## config.mk

```make
export PLATFORM = sky130hd
export DESIGN_NAME = tmr8_timer
export DESIGN_NICKNAME = d
export VERILOG_FILES = /design/src/tmr8_pkg.sv /design/src/tmr8_timer.sv
export VERILOG_INCLUDE_DIRS = /design/src
export SDC_FILE = /design/constraint.sdc
export NUM_CORES = 1
export LEC_CHECK = 0
export BUFFER_PORTS_ARGS = -buffer_cell sky130_fd_sc_hd__buf_2
export CAP_MARGIN = 20
export CORE_ASPECT_RATIO = 0.7
export CORE_MARGIN = 2
export CORE_UTILIZATION = 35
export DETAILED_ROUTE_END_ITERATION = 8
export PLACE_DENSITY = 0.53
export SYNTH_ARGS = -nofsm -noshare
export SYNTH_HDL_FRONTEND = slang
export SYNTH_SLANG_ARGS = --single-unit
export TNS_END_PERCENT = 5
```

## constraint.sdc

```tcl
create_clock -name pclk -period 3.6 [get_ports pclk]
set_input_delay 0.18 -clock pclk [delete_from_list [all_inputs] [get_ports pclk]]
set_output_delay 0.18 -clock pclk [all_outputs]
set_load 0.02 [all_outputs]
```

## src/tmr8_defs.svh

```systemverilog
// Purpose: constants of the 8-bit timer/counter with two compare channels
// Assumes: APB register map, 32-bit words, one clock
// Notes: offsets and field positions used by the timer and the testbench
//
// Functional notes
// timer clock is the io clock, or the oscillator pin when async select set
// each timer clock clears, increments or decrements the counter per mode
// clock select zero gives no timer clock; counter stops
// CPU reads and writes the counter with or without timer clock
// CPU counter write beats any clear or count in the same cycle
// three-bit waveform mode: two bits in control A, one in control B
// overflow flag set per waveform mode and can request an interrupt
// counter compared with both compare values at all times
// compare match sets its flag at the next timer clock
// enabled flag requests interrupt; cleared by acknowledge or writing one
// compare outputs driven from match, mode, action bits, max and bottom
// PWM modes double buffer compare values, updated at top or bottom
// buffered: CPU reaches buffer; otherwise the active compare register
// force strobe in non-PWM modes acts like a match without flag or clear
// counter write blocks all matches in the next timer clock; the CTC clear on compare A match is not blocked
// compare output state kept across waveform mode changes
// action bits unbuffered; apply from first match after the write
// nonzero action overrides port value; direction stays with direction bit
// action zero leaves compare output unchanged at a match
// software should not write counter equal to compare or bottom downcounting
// software should set compare output via force before enabling the pin
// bottom means counter 0x00, max means counter 0xFF
// normal mode counts up, wraps, overflow flag set as counter hits zero
// reset clears counter, compares, outputs, flags and control: timer stopped
`ifndef TMR8_DEFS_SVH
`define TMR8_DEFS_SVH

// register byte offsets
`define TMR8_OFS_CTRL_A 8'h00
`define TMR8_OFS_CTRL_B 8'h04
`define TMR8_OFS_COUNT 8'h08
`define TMR8_OFS_CMP_A 8'h0C
`define TMR8_OFS_CMP_B 8'h10
`define TMR8_OFS_FLAGS 8'h14
`define TMR8_OFS_MASK 8'h18
`define TMR8_OFS_ASYNC 8'h1C

// control A fields
`define TMR8_ACT_A_HI 7
`define TMR8_ACT_A_LO 6
`define TMR8_ACT_B_HI 5
`define TMR8_ACT_B_LO 4
`define TMR8_WGM_LO_HI 1
`define TMR8_WGM_LO_LO 0
// control B fields
`define TMR8_FORCE_A 7
`define TMR8_FORCE_B 6
`define TMR8_WGM_HI 3
`define TMR8_CS_HI 2
`define TMR8_CS_LO 0
// flag and mask bits
`define TMR8_BIT_OVF 0
`define TMR8_BIT_CMPA 1
`define TMR8_BIT_CMPB 2
// async register bit
`define TMR8_BIT_ASYNC 0

// waveform modes
`define TMR8_WGM_NORMAL 3'h0
`define TMR8_WGM_PHASE 3'h1
`define TMR8_WGM_CTC 3'h2
`define TMR8_WGM_FAST 3'h3
`define TMR8_WGM_PHASE_A 3'h5
`define TMR8_WGM_FAST_A 3'h7

// counter extremes and reset value
`define TMR8_BOTTOM 8'h00
`define TMR8_MAX 8'hFF
`define TMR8_RST_BYTE 8'h00

`endif

```

## src/tmr8_pkg.sv

```systemverilog
// Purpose: types of the 8-bit timer/counter
// Assumes: tmr8_defs.svh holds the numbers
// Notes: the whole module state is one packed struct
package tmr8_pkg;

	typedef struct packed {
		logic [7:0] ctrl_a;
		logic [7:0] ctrl_b;
		logic [7:0] cnt;
		logic up;
		logic blk;
		logic [7:0] cmp_a;
		logic [7:0] cmp_b;
		logic [7:0] buf_a;
		logic [7:0] buf_b;
		logic [2:0] flags;
		logic [2:0] mask;
		logic async_sel;
		logic osc_q;
		logic osc_prev;
		logic oc_a;
		logic oc_b;
		logic pin_a_out;
		logic pin_a_oe;
		logic pin_b_out;
		logic pin_b_oe;
		logic osc_out;
		logic [2:0] irq;
		logic pready;
		logic pslverr;
		logic [31:0] prdata;
	} tmr8_state_t;

endpackage

```

## src/tmr8_timer.sv

```systemverilog
// Purpose: 8-bit timer/counter with two compare channels behind APB
// Assumes: all inputs synchronous to pclk; oscillator pin sampled as data
// Notes: no prescaler, any nonzero clock select gives one tick per source edge
`timescale 1ns/100ps
`default_nettype none
`include "tmr8_defs.svh"

module tmr8_timer
	import tmr8_pkg::*;
(
	input wire logic pclk,
	input wire logic presetn,
	input wire logic psel,
	input wire logic penable,
	input wire logic pwrite,
	input wire logic [7:0] paddr,
	input wire logic [31:0] pwdata,
	output logic [31:0] prdata,
	output logic pready,
	output logic pslverr,
	input wire logic osc_in_pin,
	output logic osc_out_pin,
	input wire logic port_a_value,
	input wire logic port_b_value,
	input wire logic compare_pin_direction_bit_a,
	input wire logic compare_pin_direction_bit_b,
	output logic compare_output_a,
	output logic compare_output_a_oe,
	output logic compare_output_b,
	output logic compare_output_b_oe,
	input wire logic [2:0] irq_ack,
	output logic [2:0] irq_req
);

	////////////////////////////////////////////////////////////////////////////
	// helper functions

	// pwm modes use double buffering
	function automatic logic is_pwm(input logic [2:0] m);
		is_pwm = (m == `TMR8_WGM_PHASE) || (m == `TMR8_WGM_FAST) ||
			(m == `TMR8_WGM_PHASE_A) || (m == `TMR8_WGM_FAST_A);
	endfunction

	// next compare output state of one channel
	function automatic logic oc_step(input logic [2:0] m, input logic [1:0] act, input logic oc,
		input logic ev, input logic force_s, input logic wrap, input logic up);
		logic r;
		r = oc;
		if (act != 2'h0) begin
			if (!is_pwm(m)) begin
				if (ev || force_s) begin
					r = (act == 2'h1) ? ~oc : act[0];
				end
			end else if ((m == `TMR8_WGM_FAST) || (m == `TMR8_WGM_FAST_A)) begin
				if (ev) begin
					r = (act == 2'h1) ? ~oc : act[0];
				end
				if (wrap && act[1]) begin
					r = ~act[0]; // bottom action wins for a max compare
				end
			end else if (ev) begin
				r = (act == 2'h1) ? ~oc : (up ? act[0] : ~act[0]);
			end
		end
		oc_step = r;
	endfunction

	////////////////////////////////////////////////////////////////////////////
	// state

	tmr8_state_t s_reg;
	tmr8_state_t s_next;
	logic [2:0] mode;
	logic tick;
	logic [7:0] top;
	logic match_a;
	logic match_b;
	logic ev_a;
	logic ev_b;
	logic wrap;
	logic ovf_ev;
	logic wr;
	logic rd;
	logic [1:0] act_a;
	logic [1:0] act_b;

	// decoded fields and timer tick
	always_comb begin
		mode = {s_reg.ctrl_b[`TMR8_WGM_HI], s_reg.ctrl_a[`TMR8_WGM_LO_HI:`TMR8_WGM_LO_LO]};
		act_a = s_reg.ctrl_a[`TMR8_ACT_A_HI:`TMR8_ACT_A_LO];
		act_b = s_reg.ctrl_a[`TMR8_ACT_B_HI:`TMR8_ACT_B_LO];
		tick = (s_reg.ctrl_b[`TMR8_CS_HI:`TMR8_CS_LO] != 3'h0) &&
			(s_reg.async_sel ? (s_reg.osc_q && !s_reg.osc_prev) : 1'b1);
		top = ((mode == `TMR8_WGM_FAST_A) || (mode == `TMR8_WGM_PHASE_A)) ? s_reg.cmp_a : `TMR8_MAX;
		match_a = (s_reg.cnt == s_reg.cmp_a);
		match_b = (s_reg.cnt == s_reg.cmp_b);
		ev_a = tick && match_a && !s_reg.blk;
		ev_b = tick && match_b && !s_reg.blk;
		wrap = tick && ((mode == `TMR8_WGM_FAST) || (mode == `TMR8_WGM_FAST_A)) && (s_reg.cnt == top);
		// overflow event per mode, applied after the clears so that set wins
		ovf_ev = tick && ((!is_pwm(mode) && (s_reg.cnt == `TMR8_MAX)) || wrap ||
			(is_pwm(mode) && !wrap && !s_reg.up && (s_reg.cnt == `TMR8_BOTTOM)));
		wr = psel && penable && s_reg.pready && pwrite;
		rd = psel && !penable && !pwrite;
	end

	////////////////////////////////////////////////////////////////////////////
	// next state

	always_comb begin
		s_next = s_reg;
		s_next.osc_q = osc_in_pin;
		s_next.osc_prev = s_reg.osc_q;
		s_next.osc_out = ~s_reg.osc_q;
		s_next.pready = psel && !penable;
		s_next.pslverr = 1'b0;
		// counter step on each tick
		if (tick) begin
			s_next.blk = 1'b0;
			unique case (mode)
				`TMR8_WGM_CTC: begin
					s_next.cnt = match_a ? `TMR8_BOTTOM : s_reg.cnt + 8'h01;
				end
				`TMR8_WGM_FAST, `TMR8_WGM_FAST_A: begin
					s_next.cnt = (s_reg.cnt == top) ? `TMR8_BOTTOM : s_reg.cnt + 8'h01;
				end
				`TMR8_WGM_PHASE, `TMR8_WGM_PHASE_A: begin
					if (s_reg.up) begin
						s_next.up = (s_reg.cnt != top);
						s_next.cnt = (s_reg.cnt == top) ? s_reg.cnt - 8'h01 : s_reg.cnt + 8'h01;
					end else begin
						s_next.up = (s_reg.cnt == `TMR8_BOTTOM);
						s_next.cnt = (s_reg.cnt == `TMR8_BOTTOM) ? s_reg.cnt + 8'h01 : s_reg.cnt - 8'h01;
					end
				end
				default: begin
					s_next.cnt = s_reg.cnt + 8'h01;
					s_next.up = 1'b1;
				end
			endcase
			// overflow flag per mode
			if (ovf_ev) begin
				s_next.flags[`TMR8_BIT_OVF] = 1'b1;
			end
			// active compare reload at top or bottom
			if (wrap || (is_pwm(mode) && s_reg.up && (s_reg.cnt == top))) begin
				s_next.cmp_a = s_reg.buf_a;
				s_next.cmp_b = s_reg.buf_b;
			end
		end
		// compare flags and outputs
		s_next.oc_a = oc_step(mode, act_a, s_reg.oc_a, ev_a,
			wr && (paddr == `TMR8_OFS_CTRL_B) && pwdata[`TMR8_FORCE_A], wrap, s_reg.up);
		s_next.oc_b = oc_step(mode, act_b, s_reg.oc_b, ev_b,
			wr && (paddr == `TMR8_OFS_CTRL_B) && pwdata[`TMR8_FORCE_B], wrap, s_reg.up);
		s_next.flags = s_next.flags & ~irq_ack;
		// register writes
		if (wr) begin
			unique case (paddr)
				`TMR8_OFS_CTRL_A: s_next.ctrl_a = pwdata[7:0] & 8'hF3;
				`TMR8_OFS_CTRL_B: s_next.ctrl_b = pwdata[7:0] & 8'h0F; // strobes never stored
				`TMR8_OFS_COUNT: begin
					s_next.cnt = pwdata[7:0];
					s_next.blk = 1'b1;
				end
				`TMR8_OFS_CMP_A: begin
					s_next.buf_a = pwdata[7:0];
					if (!is_pwm(mode)) begin
						s_next.cmp_a = pwdata[7:0];
					end
				end
				`TMR8_OFS_CMP_B: begin
					s_next.buf_b = pwdata[7:0];
					if (!is_pwm(mode)) begin
						s_next.cmp_b = pwdata[7:0];
					end
				end
				`TMR8_OFS_FLAGS: s_next.flags = s_next.flags & ~pwdata[2:0];
				`TMR8_OFS_MASK: s_next.mask = pwdata[2:0];
				`TMR8_OFS_ASYNC: s_next.async_sel = pwdata[`TMR8_BIT_ASYNC];
				default: s_next.pslverr = 1'b0;
			endcase
		end
		// hardware set wins over any clear
		if (ev_a) begin
			s_next.flags[`TMR8_BIT_CMPA] = 1'b1;
		end
		if (ev_b) begin
			s_next.flags[`TMR8_BIT_CMPB] = 1'b1;
		end
		if (ovf_ev) begin
			s_next.flags[`TMR8_BIT_OVF] = 1'b1;
		end
		// read data captured in the setup cycle
		if (rd) begin
			unique case (paddr)
				`TMR8_OFS_CTRL_A: s_next.prdata = {24'h000000, s_reg.ctrl_a};
				`TMR8_OFS_CTRL_B: s_next.prdata = {24'h000000, s_reg.ctrl_b};
				`TMR8_OFS_COUNT: s_next.prdata = {24'h000000, s_reg.cnt};
				`TMR8_OFS_CMP_A: s_next.prdata = {24'h000000, s_reg.buf_a};
				`TMR8_OFS_CMP_B: s_next.prdata = {24'h000000, s_reg.buf_b};
				`TMR8_OFS_FLAGS: s_next.prdata = {29'h00000000, s_reg.flags};
				`TMR8_OFS_MASK: s_next.prdata = {29'h00000000, s_reg.mask};
				`TMR8_OFS_ASYNC: s_next.prdata = {31'h00000000, s_reg.async_sel};
				default: s_next.prdata = 32'h00000000;
			endcase
		end
		if (psel && !penable) begin
			s_next.pslverr = (paddr[1:0] != 2'h0) || (paddr > `TMR8_OFS_ASYNC);
		end
		// interrupt requests and pin override
		s_next.irq = s_next.flags & s_next.mask;
		s_next.pin_a_out = (s_next.ctrl_a[`TMR8_ACT_A_HI:`TMR8_ACT_A_LO] != 2'h0) ? s_next.oc_a : port_a_value;
		s_next.pin_b_out = (s_next.ctrl_a[`TMR8_ACT_B_HI:`TMR8_ACT_B_LO] != 2'h0) ? s_next.oc_b : port_b_value;
		s_next.pin_a_oe = compare_pin_direction_bit_a;
		s_next.pin_b_oe = compare_pin_direction_bit_b;
	end

	// state register, all zero at reset
	always_ff @(posedge pclk or negedge presetn) begin
		if (!presetn) begin
			s_reg <= '0;
		end else begin
			s_reg <= s_next;
		end
	end

	// outputs straight from the state register
	assign prdata = s_reg.prdata;
	assign pready = s_reg.pready;
	assign pslverr = s_reg.pslverr;
	assign osc_out_pin = s_reg.osc_out;
	assign compare_output_a = s_reg.pin_a_out;
	assign compare_output_a_oe = s_reg.pin_a_oe;
	assign compare_output_b = s_reg.pin_b_out;
	assign compare_output_b_oe = s_reg.pin_b_oe;
	assign irq_req = s_reg.irq;

	logic cnt_wr;
	assign cnt_wr = wr && (paddr == `TMR8_OFS_COUNT);
endmodule
`default_nettype wire

```

==> qor.csv <==
stage;metric;value;unit
critical_path;critical path's top delay family;simple AND/OR/NAND/NOR gates;
logic_synthesis;Synth Flop Type;dfrtp_1;
place;post-DP HPWL;10690;um
logic_synthesis;Compound-Gate Fraction of Synth Area;17.00;%
logic_synthesis;Post-synth EDFFs;0;
sta;count of pins over their slew limit;0;
floorplan;# IOs;95;
critical_path;Critical Path Source Type;flip-flop;
clocking;Root Buffer Master;clkbuf_16;
clocking;setup bufs post-CTS;0;
power_and_ir_drop;Gate power share;14.7;%
critical_path;critical path arrival;3.10;ns
logic_synthesis;adder-cell area share of the yosys netlist;0.7224;%
global_routing;largest net degree at the start of global routing;46;
cells_and_area;n_diodes;0;
sta;Tcrit/Tclk final;80.13;%
floorplan;core area;14580;um2
sta;RSZ-0062 raised after global routing;no;
sta;Setup Viol. Count Final;0;
hold_path;Hold Crit Class;input pin to flip-flop;
route;Post-route DRC;0;
cells_and_area;Finished Layout Cells;763;
run_status;run status;finished, final reports clean;
cells_and_area;Area growth syn-to-layout;8.404;%
power_and_ir_drop;Flop pwr share;45.4;%
clocking;H-tree Lvls;3;
critical_path;Crit Path Category;flip-flop to flip-flop;
job;max-cap viol count;0;
floorplan;Die W;149.6;um
critical_path;Worst Path Max Fanout;10;
critical_path;CP bufs+invs;1;
cells_and_area;max reg flops;55;
critical_path;CP max stage cell;dfrtp_1;
clocking;CTS max path bufs;2;
critical_path;Max stage delay on crit path;0.63;ns
power_and_ir_drop;Power Total;0.002269;W
place;GP Congestion;0.9520;
clocking;CTS Sinks;81;
route;Avg WL per Cell;19.15;um
cells_and_area;post-route cell area;5633;um2
logic_synthesis;simple-gate share of the synthesized area;17.70;%
logic_synthesis;syn avg cell area;9.552;um2
sta;Final Skew;0.005992;ns
route;final wirelength;14610;um
critical_path;Worst setup EP type;flip-flop;
route;post-route ant nets;0;
route;drt first-iter violations;400;
critical_path;WP data required;3.82;ns
route;via count;4214;
clocking;Clk pin slew, worst setup/hold paths;0.07;ns
global_routing;initial antenna violation count;0;
cells_and_area;fraction of layout cells with a size suffix above 1;22.18;%
cells_and_area;commonest cells after routing, fill and taps aside;dfrtp_1 (81), nand2_1 (50), buf_2 (45), nor2_1 (39), a21oi_1 (37);
sta;Least-Margin Pin Slew;0.8479;ns
route;DR vias/cell;5.523;
sta;Slew HR;43.27;%
power_and_ir_drop;switch share;31.11;%
sta;Final Critical Period;2.885;ns
floorplan;Die Y;105.9;um
sta;total negative slack;0;ns
critical_path;crit-path cells;inv_2 > a2111oi_4 > nand4_1 > nor3_2 > nor2_2 > a221oi_1 > o31ai_1;
global_routing;global-route wire length before repair;23320;um
place;placed cells;743;
logic_synthesis;Syn Std Cell Area;5196;um2
power_and_ir_drop;VDD IR max;0.2267;mV
logic_synthesis;number of synthesis warnings;0;
clocking;post-CTS sizing;0;
clocking;TritonCTS clock tree;yes;
logic_synthesis;Syn Inst Count;544;
logic_synthesis;part of the Yosys area used for sequential elements;39.01;%
logic_synthesis;mux contribution to synthesized area;12.50;%
route;Initial DRT Pass Iterations;5;
global_routing;GRT Overall Usage;19.11;%
logic_synthesis;Yosys reg bits;81;
power_and_ir_drop;Power Density;402.7;nW/um2
power_and_ir_drop;P_sw;0.0007058;W
logic_synthesis;Unique masters post-synth;80;
logic_synthesis;XOR/XNOR Fraction of Synth Area;2.023;%
cells_and_area;commonest non-fill, non-tap cell in the layout;dfrtp_1;
power_and_ir_drop;P_leak;2.418;nW
global_routing;global route overflow;0;
clocking;total CTS buffers;9;
sta;Final Hold Fails;0;
cells_and_area;Util after Layout;38.63;%
global_routing;vias in the first global route;4095;
floorplan;Std-Cell Rows;37;
clocking;clock latency on the worst-skew pair;0.34;ns
floorplan;Die Area;15850;um2
place;placed instance area;5304;um2
logic_synthesis;ys async rst share;100.0;%
power_and_ir_drop;internal power;0.001563;W
clocking;CTS Hold Bufs;4;
logic_synthesis;largest family of logic cells by synthesized area;simple AND/OR/NAND/NOR gates;
power_and_ir_drop;clock share of power;39.9;%
place;PortBufs;46;
sta;fmax;346.7;MHz
floorplan;Initial Util;35.63;%
cells_and_area;nets@finish;619;
==> path summary, 6_finish.rpt <==
path	from	end	slack [ns]	depth (start not counted)
worst max-delay path	s_reg[92]	s_reg[94]	0.72	7
worst min-delay path	psel	pready	0.09	3
worst max register to register	s_reg[92]	s_reg[94]	0.72	7
worst min register to register	s_next[44]	s_reg[44]	0.41	0
max in group asynchronous	presetn	s_reg[77]	2.25	3
min in group asynchronous	presetn	s_reg[91]	0.40	2
==> worst reg2reg max path, cell delays in order, from the launching register on <==
cell and delay, ns:
dfrtp_1 0.63, inv_2 0.14, a2111oi_4 0.46, nand4_1 0.35
nor3_2 0.55, nor2_2 0.17, a221oi_1 0.35, o31ai_1 0.12
==> metal layers <==
layer  GRT usage [%]  part of all wire, %  wire length, um
met5               0                    0                0
met4           3.469                 0.69              101
met3           5.279                  8.4             1226
met2           28.05                   42             6194
met1           28.28                   49             7092
==> power by group through the flow <==
stage	registers [W]	logic, W	clock network [W]
6_report	0.00103	0.000334	0.000904
3_5_place_dp	0.00104	0.000327	0
2_1_floorplan	0.000990	0.000307	0
4_1_cts	0.00103	0.000331	0.000918
3_3_place_gp	0.00104	0.000321	0
5_1_grt	0.00104	0.000368	0.000957
==> final cells by class <==
class | instances | area, um2
clock buffers | 10 | 239.0
clock inverters | 6 | 50.05
fillers | 1476 | 8950
inverters | 20 | 77.57
multi-input cells | 396 | 2685
flip-flops and latches | 81 | 2027
well taps | 195 | 244.0
repair buffers | 55 | 310.3
==> cells by family after synthesis <==
| family | after synthesis |
|---|---|
| AOI/OAI and AO/OA | 124 |
| and+or+nand+nor | 174 |
| buffers and inverters | 90 |
| DFF | 81 |
| xor gates and xnor gates | 12 |
| muxes | 59 |
| other | 1 |
| adders and majority gates | 3 |
==> stage by stage <==
step                hold WS (ns)  setup WS [ns]
floorplan                -0.1156          1.406
global placement          0.2354         0.8146
detailed placement        0.2387         0.7859
CTS                      0.08747         0.7785
global route              0.1274         0.5677
finish                   0.09435         0.7154
==> synth_stat cells, types with 3 or more instances <==
master / instances / area share, %
a21o_1: 3 / 0.43
a222oi_1: 4 / 0.77
o2111a_1: 3 / 0.65
mux2_2: 29 / 6.3
a21oi_1: 37 / 3.6
and2_1: 7 / 0.84
buf_4: 40 / 5.8
a211oi_1: 4 / 0.58
inv_1: 18 / 1.3
and3_1: 7 / 0.84
nor2b_1: 12 / 1.4
mux2i_1: 27 / 5.2
o22ai_1: 3 / 0.36
nor2_1: 39 / 2.8
nand3_1: 11 / 1.1
ha_1: 3 / 0.72
dfrtp_1: 81 / 39
xnor2_1: 11 / 1.9
nand2b_1: 9 / 1.1
clkbuf_1: 16 / 1.2
nand4_1: 3 / 0.36
buf_2: 7 / 0.67
nor3_1: 13 / 1.3
o21ai_0: 22 / 2.1
a31oi_1: 11 / 1.3
o21ai_1: 5 / 0.48
nand2_1: 50 / 3.6
Note: power is estimated with default switching activity, not from simulation.
